`src/ltps_pkg.sv`:
```
/*
 * Constants for the live-time preset-stop block: timing, channel limits,
 * register offsets and field positions.
 * Assumes a 40 MHz system clock and a 32-bit AXI4-Lite register bus.
 */
package ltps_pkg;
	localparam int CLK_MHZ = 40; // System clock rate in MHz
	localparam int NORM_PERIOD_US = 6000; // 10,000 pulses per minute
	localparam int ALT_PERIOD_US = 1000; // 1000 pulses per second
	localparam int STORE_US = 18; // Clock-channel store time
	localparam int NORM_CYC = NORM_PERIOD_US * CLK_MHZ; // Normal period in cycles
	localparam int ALT_CYC = ALT_PERIOD_US * CLK_MHZ; // Alternate period in cycles
	localparam int STORE_CYC = STORE_US * CLK_MHZ; // Store cycle length
	localparam int CW = 20; // Channel count width
	localparam logic [19:0] CH_MAX = 20'hF4240; // One million counts
	localparam logic [19:0] PRESET_MIN = 20'h02710; // 10,000 counts
	localparam logic [19:0] CNT_THOUSAND = 20'h003E8; // Preset table unit
	localparam int AW = 8; // Register address width
	localparam logic [7:0] CTRL_OFS = 8'h00; // Control
	localparam logic [7:0] PRESET_OFS = 8'h04; // Preset code
	localparam logic [7:0] STAT_OFS = 8'h08; // Live status
	localparam logic [7:0] CLKCH_OFS = 8'h0C; // Clock-channel count
	localparam logic [7:0] ISTAT_OFS = 8'h10; // Sticky event bits
	localparam logic [7:0] IMASK_OFS = 8'h14; // Event mask
	localparam int CTRL_RUN = 0; // Write 1 starts analysis
	localparam int CTRL_STOP = 1; // Write 1 stops analysis
	localparam int CTRL_SUB = 2; // Subtract mode
	localparam int CTRL_ALT = 3; // Alternate clock rate
	localparam int CTRL_HARD = 4; // Hard-stop position held
	localparam int CTRL_ERASE = 5; // Write 1 empties the clock channel
	localparam int EV_PRESET = 0; // Preset reached
	localparam int EV_ZERO = 1; // Channel emptied in subtract mode
	localparam int EV_TAGACC = 2; // Tagged pulse accepted
	localparam int EV_TAGREJ = 3; // Tagged pulse rejected
	localparam int EVW = 4; // Number of events
	localparam logic [3:0] PRESET_RST = 4'h0; // Preset code after reset
	localparam logic [1:0] RESP_OKAY = 2'h0; // AXI OKAY
	localparam logic [1:0] RESP_SLVERR = 2'h2; // AXI SLVERR
endpackage : ltps_pkg

```
`src/ltps_chan_mem.sv`:
```
/*
 * Channel count memory with one write port and one registered read port.
 * Assumes write and read on the same clock; read data lag one edge.
 */
`timescale 1ns/1ps
module ltps_chan_mem #(
	parameter int DW = 20, // Word width
	parameter int AWID = 2 // Address width
) (
	input wire logic clk, // System clock
	input wire logic we, // Write strobe
	input wire logic [AWID-1:0] waddr, // Write address
	input wire logic [DW-1:0] wdata, // Write data
	input wire logic [AWID-1:0] raddr, // Read address
	output logic [DW-1:0] rdata // Registered read data
);
	logic [DW-1:0] mem [0:(1<<AWID)-1]; // Channel storage

	// Write port; contents are not reset, software erases them
	always_ff @(posedge clk) begin
		if (we) begin
			mem[waddr] <= wdata;
		end
	end

	// Read port, registered so the result comes from a flop
	always_ff @(posedge clk) begin
		rdata <= mem[raddr];
	end
endmodule : ltps_chan_mem

```
`src/ltps_top.sv`:
```
/*
 * Live-time clock, tagged-pulse acceptance, clock-channel store and
 * preset/subtract stop monitor, with an AXI4-Lite register slave.
 * Assumes converter busy, gate-reopen and detector pulse arrive as
 * asynchronous pins; the converter itself lies outside.
 */
// How it works
// - Reject pulses while linear gate reopens.
// - Normal rate: 10,000 accepted pulses per minute.
// - Selector gives 1000 pulses per second.
// - Continuous compare halts analysis at preset.
// - Preset at least 10,000; largest 1,000,000.
// - Preset digits powers of two, plus 1000.
// - Accepted clock pulse counts in channel zero.
// - Manual stop leaves clock channel intact.
// - Subtract mode stops when channel empties.
// - Channels saturate at one million counts.
// - Clock pulse enters as tagged input pulse.
// - Accepted tag starts store, aborts analysis.
// - Tag acceptance identical to real pulses.
// - Store lasts 18 us, below period.
// - Hard stop forces scalers, control off.
`timescale 1ns/1ps
module ltps_top #(
	parameter int NORM_PERIOD = ltps_pkg::NORM_CYC, // Normal tag period
	parameter int ALT_PERIOD = ltps_pkg::ALT_CYC // Alternate tag period
) (
	input wire logic aclk, // System clock
	input wire logic aresetn, // Synchronous reset, active low
	input wire logic [7:0] s_axi_awaddr, // Write address
	input wire logic s_axi_awvalid, // Write address valid
	output logic s_axi_awready, // Write address ready
	input wire logic [31:0] s_axi_wdata, // Write data
	input wire logic [3:0] s_axi_wstrb, // Write strobes
	input wire logic s_axi_wvalid, // Write data valid
	output logic s_axi_wready, // Write data ready
	output logic [1:0] s_axi_bresp, // Write response
	output logic s_axi_bvalid, // Write response valid
	input wire logic s_axi_bready, // Write response ready
	input wire logic [7:0] s_axi_araddr, // Read address
	input wire logic s_axi_arvalid, // Read address valid
	output logic s_axi_arready, // Read address ready
	output logic [31:0] s_axi_rdata, // Read data
	output logic [1:0] s_axi_rresp, // Read response
	output logic s_axi_rvalid, // Read data valid
	input wire logic s_axi_rready, // Read data ready
	input wire logic conv_busy, // Converter busy pin
	input wire logic gate_reopen, // Linear gate reopening pin
	input wire logic det_pulse, // Detector pulse pin
	output logic conv_start, // Real pulse accepted, one cycle
	output logic tag_abort, // Tagged pulse accepted, abort analysis
	output logic analyzing, // Analysis running
	output logic irq // Level interrupt
);
	typedef enum logic [1:0] {ST_IDLE, ST_WRITE, ST_HOLD} ltps_st_t;

	// Saturating step of the clock channel
	function automatic logic [19:0] ltps_step(input logic [19:0] c, input logic sub);
		if (sub) begin
			ltps_step = (c == 20'h00000) ? c : c - 20'h00001;
		end else begin
			ltps_step = (c >= ltps_pkg::CH_MAX) ? ltps_pkg::CH_MAX : c + 20'h00001;
		end
	endfunction : ltps_step

	// Preset table in thousands of counts
	function automatic logic [19:0] ltps_preset(input logic [3:0] code);
		logic [9:0] k;
		k = 10'h000;
		case (code)
			4'h1: k = 10'h014;
			4'h2: k = 10'h028;
			4'h3: k = 10'h050;
			4'h4: k = 10'h064;
			4'h5: k = 10'h0C8;
			4'h6: k = 10'h190;
			4'h7: k = 10'h320;
			4'h8: k = 10'h3E8;
			default: k = 10'h00A;
		endcase
		ltps_preset = 20'(k * ltps_pkg::CNT_THOUSAND);
	endfunction : ltps_preset

	logic [2:0] busy_sy, reopen_sy, det_sy; // Pin synchronisers, bit 2 is edge history
	ltps_st_t st_reg; // Store state
	logic [9:0] hold_reg; // Store hold counter
	logic [21:0] div_reg; // Tag period divider
	logic analyzing_reg; // Analysis running
	logic sub_reg, alt_reg, hard_reg; // Stored mode bits
	logic [3:0] preset_code_reg; // Preset selector
	localparam int EVW = ltps_pkg::EVW; // Event count, declared before its first use
	logic [EVW-1:0] ist_reg, imask_reg; // Sticky events and mask
	logic [19:0] ch_rdata; // Clock channel as stored
	logic [19:0] preset_cnt; // Active preset in counts
	logic tag_tick, open_now, tag_acc, tag_rej, det_acc; // Acceptance terms
	logic wr_go, erase_go, run_go, stop_go, preset_hit, zero_hit; // Control events
	logic mem_we; // Channel write strobe
	logic [19:0] mem_wdata; // Channel write data
	logic aw_full, w_full; // Write halves captured
	logic [7:0] aw_addr; // Captured write address
	logic [31:0] w_data; // Captured write data
	logic [3:0] w_strb; // Captured strobes
	logic [EVW-1:0] ev; // Events this cycle

	// Two flip-flops on every pin before any logic looks at it
	always_ff @(posedge aclk) begin
		if (!aresetn) begin
			busy_sy <= 3'h0;
			reopen_sy <= 3'h0;
			det_sy <= 3'h0;
		end else begin
			busy_sy <= {busy_sy[1:0], conv_busy};
			reopen_sy <= {reopen_sy[1:0], gate_reopen};
			det_sy <= {det_sy[1:0], det_pulse};
		end
	end

	// period divider, normal or alternate rate
	always_ff @(posedge aclk) begin
		if (!aresetn || hard_reg || tag_tick) begin
			div_reg <= 22'h000000;
		end else begin
			div_reg <= div_reg + 22'h000001;
		end
	end
	// selector switches the period; >= so a switch to the short one never runs on to wrap
	assign tag_tick = alt_reg ? (div_reg >= 22'(ALT_PERIOD - 1)) : (div_reg >= 22'(NORM_PERIOD - 1));

	// one acceptance term for tagged and real pulses
	// gate reopening counts as dead even when not busy
	assign open_now = analyzing_reg && !busy_sy[1] && !reopen_sy[1] && st_reg == ST_IDLE;
	// the tick enters as a tagged input pulse
	assign tag_acc = tag_tick && open_now;
	assign tag_rej = tag_tick && !open_now && analyzing_reg;
	// A real pulse coinciding with a tag loses to it
	assign det_acc = det_sy[1] && !det_sy[2] && open_now && !tag_tick;

	// Acceptance outputs, one cycle each
	always_ff @(posedge aclk) begin
		if (!aresetn) begin
			conv_start <= 1'b0;
			tag_abort <= 1'b0;
		end else begin
			conv_start <= det_acc;
			tag_abort <= tag_acc;
		end
	end

	// Store cycle: one write edge then a hold, STORE_CYC cycles in all
	always_ff @(posedge aclk) begin
		if (!aresetn || hard_reg) begin
			st_reg <= ST_IDLE;
			hold_reg <= 10'h000;
		end else begin
			case (st_reg)
				ST_IDLE: begin
					if (tag_acc) begin
						st_reg <= ST_WRITE;
					end
				end
				ST_WRITE: begin
					// fixed store time, far below the tag period
					st_reg <= ST_HOLD;
					hold_reg <= 10'(ltps_pkg::STORE_CYC - 2);
				end
				ST_HOLD: begin
					if (hold_reg == 10'h000) begin
						st_reg <= ST_IDLE;
					end else begin
						hold_reg <= hold_reg - 10'h001;
					end
				end
				default: st_reg <= ST_IDLE;
			endcase
		end
	end

	// the clock lives in channel zero
	// subtract mode counts down; saturating either way
	assign mem_we = (st_reg == ST_WRITE) || erase_go;
	assign mem_wdata = erase_go ? 20'h00000 : ltps_step(ch_rdata, sub_reg);

	ltps_chan_mem #(.DW(ltps_pkg::CW), .AWID(2)) u_mem (
		.clk(aclk),
		.we(mem_we),
		.waddr(2'h0),
		.wdata(mem_wdata),
		.raddr(2'h0),
		.rdata(ch_rdata)
	);

	// never below the minimum; table of recognised values
	assign preset_cnt = (ltps_preset(preset_code_reg) < ltps_pkg::PRESET_MIN) ?
		ltps_pkg::PRESET_MIN : ltps_preset(preset_code_reg);
	// compare only while idle, when the channel word has settled
	assign preset_hit = analyzing_reg && st_reg == ST_IDLE && !sub_reg && ch_rdata >= preset_cnt;
	// subtract run ends on an empty channel
	assign zero_hit = analyzing_reg && st_reg == ST_IDLE && sub_reg && ch_rdata == 20'h00000;

	// Register write decode; both halves must be captured first
	assign wr_go = aw_full && w_full && !s_axi_bvalid;
	assign run_go = wr_go && aw_addr == ltps_pkg::CTRL_OFS && w_strb[0] && w_data[ltps_pkg::CTRL_RUN]
		&& !w_data[ltps_pkg::CTRL_HARD];
	assign stop_go = wr_go && aw_addr == ltps_pkg::CTRL_OFS && w_strb[0] && w_data[ltps_pkg::CTRL_STOP];
	// Erasing only while stopped so a store cannot collide with it
	assign erase_go = wr_go && aw_addr == ltps_pkg::CTRL_OFS && w_strb[0] && w_data[ltps_pkg::CTRL_ERASE]
		&& !analyzing_reg && st_reg == ST_IDLE;

	// Run state
	always_ff @(posedge aclk) begin
		// hard stop keeps the control circuits off
		if (!aresetn || hard_reg) begin
			analyzing_reg <= 1'b0;
		end else if (stop_go || preset_hit || zero_hit) begin
			// a manual stop touches nothing but the run flag
			analyzing_reg <= 1'b0;
		end else if (run_go) begin
			analyzing_reg <= 1'b1;
		end
	end

	// Stored control fields
	always_ff @(posedge aclk) begin
		if (!aresetn) begin
			sub_reg <= 1'b0;
			alt_reg <= 1'b0;
			hard_reg <= 1'b0;
			preset_code_reg <= ltps_pkg::PRESET_RST;
			imask_reg <= '0;
		end else if (wr_go && w_strb[0]) begin
			if (aw_addr == ltps_pkg::CTRL_OFS) begin
				sub_reg <= w_data[ltps_pkg::CTRL_SUB];
				alt_reg <= w_data[ltps_pkg::CTRL_ALT];
				hard_reg <= w_data[ltps_pkg::CTRL_HARD];
			end
			if (aw_addr == ltps_pkg::PRESET_OFS) begin
				preset_code_reg <= w_data[3:0];
			end
			if (aw_addr == ltps_pkg::IMASK_OFS) begin
				imask_reg <= w_data[EVW-1:0];
			end
		end
	end

	// Sticky events; a new event wins over a same-cycle clear
	assign ev = {tag_rej, tag_acc, zero_hit, preset_hit};
	always_ff @(posedge aclk) begin
		if (!aresetn) begin
			ist_reg <= '0;
		end else if (wr_go && w_strb[0] && aw_addr == ltps_pkg::ISTAT_OFS) begin
			ist_reg <= (ist_reg & ~w_data[EVW-1:0]) | ev;
		end else begin
			ist_reg <= ist_reg | ev;
		end
	end

	// Interrupt and run outputs from flops
	always_ff @(posedge aclk) begin
		if (!aresetn) begin
			irq <= 1'b0;
			analyzing <= 1'b0;
		end else begin
			irq <= |(ist_reg & imask_reg);
			analyzing <= analyzing_reg;
		end
	end

	// AXI write channel: capture address and data in either order
	always_ff @(posedge aclk) begin
		if (!aresetn) begin
			aw_full <= 1'b0;
			w_full <= 1'b0;
			aw_addr <= 8'h00;
			w_data <= 32'h00000000;
			w_strb <= 4'h0;
			s_axi_awready <= 1'b0;
			s_axi_wready <= 1'b0;
			s_axi_bvalid <= 1'b0;
			s_axi_bresp <= ltps_pkg::RESP_OKAY;
		end else begin
			s_axi_awready <= !aw_full && !(s_axi_awvalid && s_axi_awready) && !wr_go;
			s_axi_wready <= !w_full && !(s_axi_wvalid && s_axi_wready) && !wr_go;
			if (s_axi_awvalid && s_axi_awready) begin
				aw_full <= 1'b1;
				aw_addr <= s_axi_awaddr;
			end
			if (s_axi_wvalid && s_axi_wready) begin
				w_full <= 1'b1;
				w_data <= s_axi_wdata;
				w_strb <= s_axi_wstrb;
			end
			if (wr_go) begin
				aw_full <= 1'b0;
				w_full <= 1'b0;
				s_axi_bvalid <= 1'b1;
				s_axi_bresp <= (aw_addr == ltps_pkg::STAT_OFS || aw_addr == ltps_pkg::CLKCH_OFS ||
					aw_addr > ltps_pkg::IMASK_OFS || aw_addr[1:0] != 2'h0) ?
					ltps_pkg::RESP_SLVERR : ltps_pkg::RESP_OKAY;
			end else if (s_axi_bready) begin
				s_axi_bvalid <= 1'b0;
			end
		end
	end

	// AXI read channel: answer one cycle after the address is taken
	always_ff @(posedge aclk) begin
		if (!aresetn) begin
			s_axi_arready <= 1'b0;
			s_axi_rvalid <= 1'b0;
			s_axi_rdata <= 32'h00000000;
			s_axi_rresp <= ltps_pkg::RESP_OKAY;
		end else begin
			s_axi_arready <= !s_axi_rvalid && !(s_axi_arvalid && s_axi_arready);
			if (s_axi_arvalid && s_axi_arready) begin
				s_axi_rvalid <= 1'b1;
				s_axi_rresp <= ltps_pkg::RESP_OKAY;
				case (s_axi_araddr)
					ltps_pkg::CTRL_OFS: s_axi_rdata <= {27'h0, hard_reg, alt_reg, sub_reg, 2'h0};
					ltps_pkg::PRESET_OFS: s_axi_rdata <= {28'h0, preset_code_reg};
					ltps_pkg::STAT_OFS: s_axi_rdata <= {30'h0, st_reg != ST_IDLE, analyzing_reg};
					ltps_pkg::CLKCH_OFS: s_axi_rdata <= {12'h000, ch_rdata};
					ltps_pkg::ISTAT_OFS: s_axi_rdata <= {28'h0, ist_reg};
					ltps_pkg::IMASK_OFS: s_axi_rdata <= {28'h0, imask_reg};
					default: begin
						s_axi_rdata <= 32'h00000000;
						s_axi_rresp <= ltps_pkg::RESP_SLVERR;
					end
				endcase
			end else if (s_axi_rready) begin
				s_axi_rvalid <= 1'b0;
			end
		end
	end

	// Helper: length of the last busy stretch of the store
	logic [9:0] busy_len;
	always_ff @(posedge aclk) begin
		if (!aresetn || st_reg == ST_IDLE) begin
			busy_len <= 10'h000;
		end else begin
			busy_len <= busy_len + 10'h001;
		end
	end
endmodule : ltps_top

```
`config.mk`:
```
export PLATFORM = sky130hd
export DESIGN_NAME = ltps_top
export DESIGN_NICKNAME = d
export VERILOG_FILES = /design/src/ltps_pkg.sv /design/src/ltps_chan_mem.sv /design/src/ltps_top.sv
export SDC_FILE = /design/constraint.sdc
export NUM_CORES = 1
export LEC_CHECK = 0
export ABC_AREA = 1
export BUFFER_PORTS_ARGS = -buffer_cell sky130_fd_sc_hd__buf_2
export CORE_ASPECT_RATIO = 0.9
export CORE_MARGIN = 3
export CORE_UTILIZATION = 30
export DETAILED_ROUTE_END_ITERATION = 16
export PLACE_DENSITY = 0.56
export RECOVER_POWER = 50
export SYNTH_ARGS = -nofsm -noshare
export SYNTH_HDL_FRONTEND = slang
export SYNTH_SLANG_ARGS = --single-unit
```
`constraint.sdc`:
```
create_clock -name aclk -period 6.65 [get_ports aclk]
set_input_delay 0.3325 -clock aclk [delete_from_list [all_inputs] [get_ports aclk]]
set_output_delay 0.3325 -clock aclk [all_outputs]
set_load 0.02 [all_outputs]
```
### Yosys cells after proc, flatten, opt, wreduce, memory -nomap -nowiden

Memory sizes are Yosys's and may differ from the RTL's. A register that Yosys moved wholly into a read port is not among the register bits.
Index checks and enable logic that the tools add are counted.

* add/sub/neg operators: 4
* multipliers: 2
* divide/modulo/power cells: 0
* order comparisons: 6
* equal/unequal tests: 15
* shifts and indexed selects: 0
* muxes and demuxes: 25
* bitwise logic cells: 6
* reduce and logical (&&, ||, !) cells: 78

Operator list (number)
* one-hot mux 20 bit (6 select lines): 1
* 2-to-1 mux 20 bit: 5
* logical AND 1 bit: 34
* multiplier 10 x 7 -> 17 bit (second input constant): 2
* equality test 8 x 4 -> 1 bit (second input constant): 4
* equality test 8 x 5 -> 1 bit (second input constant): 4
* adder 22 x 1 -> 22 bit (second input constant): 1
* >= comparator 22 x 16 -> 1 bit (second input constant): 1
* >= comparator 22 x 18 -> 1 bit (second input constant): 1
* adder 20 x 1 -> 20 bit (second input constant): 1
* >= comparator 20 bit: 1
* >= comparator 20 bit (second input constant): 1
* zero test 20 bit: 1
* less-than comparator 20 x 14 -> 1 bit (second input constant): 1
* 2-to-1 mux 4 bit: 5
* one-hot mux 10 bit (2 select lines): 1
* subtractor 20 x 1 -> 20 bit (second input constant): 1
* zero test 1 bit: 17
* equality test 8 x 3 -> 1 bit (second input constant): 2
* zero test 8 bit: 2
* zero test 10 bit: 1
* 2-to-1 mux 10 bit: 1
* AND reduction 2 bit: 5
* nonzero test 2 bit: 5
* other kinds (17): 38

* register bits: 119
* bits in latches: 0
* RAM bits: 80
* bits in read-only memories: 288
* input port bits: 62
* output and inout port bits: 45
* word-level logic and storage cells: 169
* memories kept: 3

Memory list
* (no name shown): depth 16, width 9, rd ports 1, clocked after memory_dff 1, wr ports 0, line ltps_top.sv:70 `case (code)`
* (no name shown): depth 16, width 9, rd ports 1, clocked after memory_dff 1, wr ports 0, line ltps_top.sv:70
* u_mem.mem: depth 4, width 20, rd ports 1, clocked after memory_dff 1, wr ports 1, line ltps_chan_mem.sv:17 `logic [DW-1:0] mem [0:(1<<AWID)-1];`

### Longest topological paths before layout

Gate-level depths: netlist of the first run.

* depth after elaboration: 10
* depth in mapped cells: 32
* depth with buffers taken out: 32

### Modules after synthesis

From an unflattened synthesis of the first run, not the netlist that was laid out.

* cell total of the unflattened synthesis: 1540
* area, all modules: 12181.7 um^2

Modules (own cells, without submodules)
* ltps_top: instances 1, cells each 1198, area an instance 8355.5 um^2, seq. area each 2282.2 um^2
* ltps_chan_mem: instances 1, cells each 342, area an instance 3826.2 um^2, seq. area each 2802.7 um^2

### Least setup slack after synthesis of the first run

Ideal clock, no wire load.

* path kind: register to register
* start: register (tool-made name)
* end: register ist_reg[0]
* library setup time: 0.132 ns
* arrival time: 4.531 ns
* required time: 6.518 ns
* setup slack: 1.987 ns
* stages on the path, launching flop included: 30
* buffers on the path: 0
* period minus slack after synthesis: 4.663 ns
* cell sequence: dfxtp_1 fa_1 xor2_1 ha_1 fa_1 inv_1 fa_1 inv_1 ha_1 nand2_1 nand2_1 inv_1 nand2_2 nand2_1 nand2_1 xor2_1 nand2_1 nand2_1 inv_1 nand2_1 nand2_1 ha_1 a21oi_1 o21ai_0 o21ai_0 nand2_1 nand2_1 nand2_1 nand2_1 a21oi_1

RTL lines
* end signal, assigned: line ltps_top.sv:251 `ist_reg <= (ist_reg & ~w_data[EVW-1:0]) | ev;`
* end signal, assigned: line ltps_top.sv:253 `ist_reg <= ist_reg | ev;`
* end, declared: line ltps_top.sv:92 `logic [EVW-1:0] ist_reg, imask_reg;`

==> results of run 1 <==
stage by stage:
step	power (W)	hold slack (ns)	cells
CTS	0.00208	0.0782	1770
global placement	0.00107	0.324	1738
global route	0.00214	0.0762	1770
finish	0.00206	0.0895	1770
floorplan	0.00105	0.323	1300
detailed placement	0.00107	0.328	1738
final cells by class:
cell class | instances | share of cell area, %
tap | 409 | 4.71
timing repair buffer | 66 | 2.74
clock inverter | 15 | 1.82
sequential | 154 | 30.2
clock buffer | 17 | 3.91
inverter | 200 | 6.91
multi-input combinational | 909 | 49.7
power by group through the flow:
stage / Sequential (W) / Combinational (W) / Clock (W)
final: 0.000960 / 0.0000902 / 0.00101
after global routing: 0.000962 / 0.000102 / 0.00108
after detailed placement: 0.000982 / 0.0000920 / 0
after floorplan: 0.000983 / 0.0000672 / 0
after global placement: 0.000981 / 0.0000909 / 0
after CTS: 0.000960 / 0.0000923 / 0.00103
cells in the final DEF, fill, tap and decap left out, types with 30 or more instances in the layout:
cell	instances
sky130_fd_sc_hd__o21ai_0	56
sky130_fd_sc_hd__buf_2	31
sky130_fd_sc_hd__nand2_1	277
sky130_fd_sc_hd__ha_1	66
sky130_fd_sc_hd__a21oi_1	69
sky130_fd_sc_hd__inv_1	182
sky130_fd_sc_hd__dfxtp_1	134
sky130_fd_sc_hd__nand3_1	78
sky130_fd_sc_hd__nand4_1	30
sky130_fd_sc_hd__xor2_1	36
sky130_fd_sc_hd__nor2_1	119
sky130_fd_sc_hd__clkbuf_1	32
cells by family after synthesis:
family	count (synthesis)	share of synthesized area, %
AO/OA/AOI/OAI	165	9.15
XOR/XNOR	39	3.54
adder cells (fa/ha/maj)	91	13.8
buffers and inverters	237	10.3
flip-flops	154	34.1
other	1	0.0389
AND/OR/NAND/NOR	596	29.2
per-layer routing:
metal | vias up | track usage [%]
met5 | - | 0
met4 | 0 | 3.18
met3 | 22 | 2.65
met2 | 180 | 21.9
met1 | 3709 | 20.0
li1 | 4228 | -
worst reg2reg max path, cell delays in order (launching register included):
cell                      delay [ns]
sky130_fd_sc_hd__dfxtp_1        0.48
sky130_fd_sc_hd__inv_1          0.11
sky130_fd_sc_hd__fa_1           0.58
sky130_fd_sc_hd__fa_1           0.44
sky130_fd_sc_hd__fa_1           0.49
sky130_fd_sc_hd__fa_1           0.51
sky130_fd_sc_hd__inv_1          0.04
sky130_fd_sc_hd__ha_1           0.35
sky130_fd_sc_hd__nand2_1        0.09
sky130_fd_sc_hd__nand2_1        0.08
sky130_fd_sc_hd__inv_1          0.08
sky130_fd_sc_hd__nand2_1        0.06
sky130_fd_sc_hd__nand2_1        0.09
sky130_fd_sc_hd__nand3_1        0.10
sky130_fd_sc_hd__nand2_1        0.08
sky130_fd_sc_hd__nand2_1        0.05
sky130_fd_sc_hd__nor2_1         0.11
sky130_fd_sc_hd__nand2_1        0.09
sky130_fd_sc_hd__nor2_2         0.21
sky130_fd_sc_hd__nor2_1         0.07
sky130_fd_sc_hd__ha_1           0.29
sky130_fd_sc_hd__a21oi_1        0.13
sky130_fd_sc_hd__o21ai_0        0.08
sky130_fd_sc_hd__a21oi_1        0.20
sky130_fd_sc_hd__nand2_1        0.16
sky130_fd_sc_hd__nand2_1        0.13
sky130_fd_sc_hd__a21oi_1        0.07
final timing paths:
kind                                  endpoint  slack [ns]       startpoint
worst max-delay path                ist_reg[0]        1.34         register
worst min-delay path                 det_sy[0]        0.09        det_pulse
worst max register to register      ist_reg[0]        1.34         register
worst min register to register  u_mem.rdata[8]        0.34  u_mem.mem[0][8]
==> flow_summary.toml, run 1 <==
[run_status]
outcome = "finished with violations"
failing_checks = "max-capacitance violations, max-slew violations"

[drt]
routed_wirelength_um = 23300
drt_iter0_markers = 513
route.detailed.wl_per_inst_um = 13.2
dr.pass1.iters = 5
met3_wirelength_um = 974
routed-via-count = 8139
met2_wirelength_from_detailed_routing_um = 10100
via_density = 4.60
ant_nets = 0
post-route-drc-count = 0
met1_length_um = 11900
top_layer_used = "met4"

[timing]
post-route-worst-setup-slack_ns = 1.34
slew_headroom_pct = -2.49
final.period_utilization_pct = 79.8
finalCriticalPeriod_ns = 5.31
fin_skew_ns = 0.0192
report.final.hold_viol_count = 0
worst_pin_slew_ns = 1.54
grt_setup_unrepaired = "false"
max_clock_freq_ghz = 0.188
setup_tns_ns = 0
final_max_slew_viol_count = 37
final_setup_violations = 0

[yosys]
ffs_w_async_s_r_synth_pct = 0
avgSynthCellArea_um2 = 7.51
ys_types = 50
synth-seq-cells = 154
synth_top_cell_by_area = "sky130_fd_sc_hd__dfxtp_1"
synth-seq-area-share_pct = 34.1
commonest_cells_post_synth = "sky130_fd_sc_hd__nand2_1, sky130_fd_sc_hd__inv_1, sky130_fd_sc_hd__dfxtp_1"
postSynth.topFlopCell = "sky130_fd_sc_hd__dfxtp_1"
synth_top_area_share_pct = 27.8
synth_edf_count = 20
syn_inst = 1283
area_of_the_mapped_netlist_um2 = 9640
netlist_top_cells_area = "sky130_fd_sc_hd__dfxtp_1, sky130_fd_sc_hd__nand2_1, sky130_fd_sc_hd__ha_1"
yosysMostFrequentCell = "sky130_fd_sc_hd__nand2_1"
yosys_warnings = 0

[clock_network]
clockBufferDepth = 2
clk_root_buffer_cell = "sky130_fd_sc_hd__clkbuf_16"
ctsHtreeMaxLevel = 4
clock_latency_ns = 0.43
postCtsResizedCells = 0
clkSinkCount = 154
cts_buffers = 17
cts_tree = "yes"
post-cts-setup-buffer-count = 0
cts_hold_buf = 0
clk_pin_slew_ns = 0.07

[grt]
grt_first_pass_wirelength_um = 39800
first_global_vias = 8005
track_usage_pct = 14.0
maximum_number_of_pins_on_one_net_before_global_route_repair = 37
gr-total-overflow = 0
number_of_antenna_violations_at_the_first_check_in_global_routing = 0

[placed_design]
detailedPlace.worstSlack_ns = 1.36
detailedPlacementHpwl_um = 18000
count_of_input_and_output_buffers = 63
finalWeightedCongestion = 0.876
place_area_um2 = 10300

[min_path]
timing.hold.worst.class = "input pin to register"
worst_hold_path_depth = 3

[critical_path]
cp.buffers_inverters = 3
path_common_cell = "sky130_fd_sc_hd__nand2_1"
critical_path.endpoint_type = "register"
cell_family_with_the_largest_share_of_critical_path_delay = "adder cells"
worst_setup_path_start_kind = "register"
timing.critical_path.arrival_ns = 5.60
timing.reg2reg.worst_path_depth = 26
crit_slowest_cell = "sky130_fd_sc_hd__fa_1"
critPathMaxStageDelay_ns = 0.58
worstPathRequired_ns = 6.94
critical_path_depth = 26
criticalPathCategory = "register to register"
crit_path_max_fo = 6

[power]
cellInternalPower_w = 0.00152
irDropWorstVdd_v = 0.000182
share_of_total_power_consumed_by_net_switching_pct = 25.9
combinational_share_of_power_pct = 4.4
power.clock.fraction_pct = 49.0
p_leak_nw = 4.94
power.net_switching_w = 0.000533
power-per-cell-area_nw_per_um2 = 189
seq_power_share_pct = 46.7

[finish]
flip_flop_count_of_the_largest_register_after_layout = 22
areaGrowthSynthToFinish_pct = 12.7
final_layout_size_suffix_gt1_share_pct = 9.99
regArea_um2 = 3280
multiInputGateArea_um2 = 5400
finish.net_count = 1501
final_design_area_no_fill_um2 = 10900
n_fill_cell = 3328
num_antenna_cells = 0
fin_util_pct = 34.7

[floorplan]
die-area_um2 = 34300
boundaryPins = 107
dieHeight_um = 176
initial_core_util_pct = 30.8
rows = 61
floorplan.core_area_um2 = 31300
die_w_um = 195

[run]
cap_violations = 1
(Power assumes the default switching activity.)
==> inputs of run 2 (changes only) <==
Settings changed: PLACE_DENSITY 0.56 to 0.58.
Clock period 6.65 ns to 4.8 ns, I/O delays scaled along.
==> flow_summary.toml, run 2 (synthesis results as in run 1) <==
[run_status]
outcome = "finished with violations"
failing_checks = "max-capacitance violations, max-slew violations, negative setup slack"

[critical_path]
critical_path.endpoint_type = "register"
worst_setup_path_start_kind = "register"
worstPathRequired_ns = 5.17
crit_path_max_fo = 5
path_common_cell = "sky130_fd_sc_hd__nand2_2"
criticalPathCategory = "register to register"
crit_slowest_cell = "sky130_fd_sc_hd__fa_1"
cell_family_with_the_largest_share_of_critical_path_delay = "adder cells"
timing.reg2reg.worst_path_depth = 29
worst_r2r_end = "analyzing_reg"
timing.critical_path.arrival_ns = 5.27
regToRegSetupSlack_ns = -0.1
critPathMaxStageDelay_ns = 0.58
cp.buffers_inverters = 3

[timing]
final_max_slew_viol_count = 37
final_setup_violations = 2
max_clock_freq_ghz = 0.204
fin_skew_ns = 0.0104
setup_tns_ns = -0.190
finalCriticalPeriod_ns = 4.90
final.period_utilization_pct = 102
report.final.hold_viol_count = 0
post-route-worst-setup-slack_ns = -0.0961
grt_setup_unrepaired = "true"
worst_pin_slew_ns = 1.51
fin_worst_hold_slack_ns = 0.0530
slew_headroom_pct = -0.667

[clock_network]
clk_pin_slew_ns = 0.07
clkSinkCount = 154
cts_buffers = 17
clock_latency_ns = 0.44
clk_root_buffer_cell = "sky130_fd_sc_hd__clkbuf_16"
clockBufferDepth = 2
cts_tree = "yes"
ctsHtreeMaxLevel = 4

[floorplan]
boundaryPins = 107
dieHeight_um = 176
initial_core_util_pct = 30.8
floorplan.core_area_um2 = 31300
die_w_um = 195
rows = 61
die-area_um2 = 34300

[finish]
num_antenna_cells = 0
areaGrowthSynthToFinish_pct = 18.3
layout.cells.most_common = "sky130_fd_sc_hd__nand2_1"
n_fill_cell = 3298
final_design_area_no_fill_um2 = 11400
finish.net_count = 1546
layout_common_cells = "sky130_fd_sc_hd__nand2_1, sky130_fd_sc_hd__inv_1, sky130_fd_sc_hd__dfxtp_1, sky130_fd_sc_hd__nor2_1, sky130_fd_sc_hd__nand3_1"
flip_flop_count_of_the_largest_register_after_layout = 22
final_layout_size_suffix_gt1_share_pct = 17.1
fin_util_pct = 36.4

[min_path]
timing.hold.worst.class = "input pin to register"
worst_hold_path_depth = 4
timing.hold.worst_endpoint = "s_axi_rvalid"
worstHoldStart = "s_axi_rready"

[drt]
dr.pass1.iters = 5
drt_iter0_markers = 537
ant_nets = 0
post-route-drc-count = 0
routed-via-count = 8433
routed_wirelength_um = 24200
via_density = 4.65
route.detailed.wl_per_inst_um = 13.4

[grt]
number_of_antenna_violations_at_the_first_check_in_global_routing = 1
track_usage_pct = 14.2
maximum_number_of_pins_on_one_net_before_global_route_repair = 37
grt_first_pass_wirelength_um = 40000
gr-total-overflow = 0
first_global_vias = 8134

[power]
p_leak_nw = 5.15
power-per-cell-area_nw_per_um2 = 237
irDropWorstVdd_v = 0.000240

[run]
cap_violations = 1

[placed_design]
count_of_input_and_output_buffers = 63
place_area_um2 = 10600
finalWeightedCongestion = 0.928
detailedPlacementHpwl_um = 18500
==> run 2: cell count changes in the layout (fill, tap and decap cells not counted), sizes merged <==
| cell | delta |
|---|---|
| buf | +41 |
| bufinv | -1 |
| clkbuf | +3 |
| dlygate4sd3 | +3 |
| inv | -1 |
==> run 2: what timing repair did <==
action / CTS / global route
pin swaps: 30 / 38
hold buffers: 3 / 0
buffers inserted: 9 / 1
gates resized for setup: 46 / 37
endpoints found under the hold margin: 3 / 0
setup endpoints to repair: 2 / 2
==> run 2: worst max path at each step <==
stage                     cells after the start      from  slack [ns]            end
final                                        29  register        -0.1  analyzing_reg
after global routing                         31  register       -0.44  analyzing_reg
after CTS                                    29  register       -0.04  analyzing_reg
after detailed placement                     28  register       -0.36     ist_reg[0]
after global placement                       27  register       -0.19     ist_reg[0]
after floorplan                              29  register        0.14     ist_reg[0]
==> run 2: metrics by stage <==
step | power (W) | std cells | worst slack, ns
floorplan | 0.00146 | 1300 | 0.137
global placement | 0.00149 | 1772 | -0.187
detailed placement | 0.00149 | 1772 | -0.357
CTS | 0.00273 | 1814 | -0.0416
global route | 0.00280 | 1815 | -0.443
finish | 0.00270 | 1815 | -0.0961
==> run 2: cell type report <==
| class | count | area, µm² | area share (%) |
|---|---|---|---|
| multi-input combinational | 909 | 5670 | 49.8 |
| sequential | 154 | 3290 | 28.9 |
| inverter | 200 | 751 | 6.59 |
| timing repair buffer | 111 | 648 | 5.69 |
| tap | 409 | 512 | 4.49 |
| clock buffer | 19 | 433 | 3.80 |
| clock inverter | 13 | 90.1 | 0.790 |
==> run 2: layer usage <==
metal / vias up / GRT usage, % / wire length [µm]
met4: 2 / 4.40 / 468
met2: 223 / 22.5 / 10600
met3: 32 / 2.94 / 1470
li1: 4333 / - / -
met1: 3843 / 19.6 / 11700
met5: - / 0 / 13
==> run 2: tightest hold or removal path, stage by stage <==
cell and delay [ns]:
sky130_fd_sc_hd__buf_2 0.08, sky130_fd_sc_hd__inv_1 0.03, sky130_fd_sc_hd__nand2_1 0.04, sky130_fd_sc_hd__a21oi_1 0.05
==> run 2: power breakdown <==
group / internal (W) / switching (W)
Sequential: 0.00132 / 0.0000112
Clock: 0.000665 / 0.000567
Combinational: 0.0000417 / 0.0000931
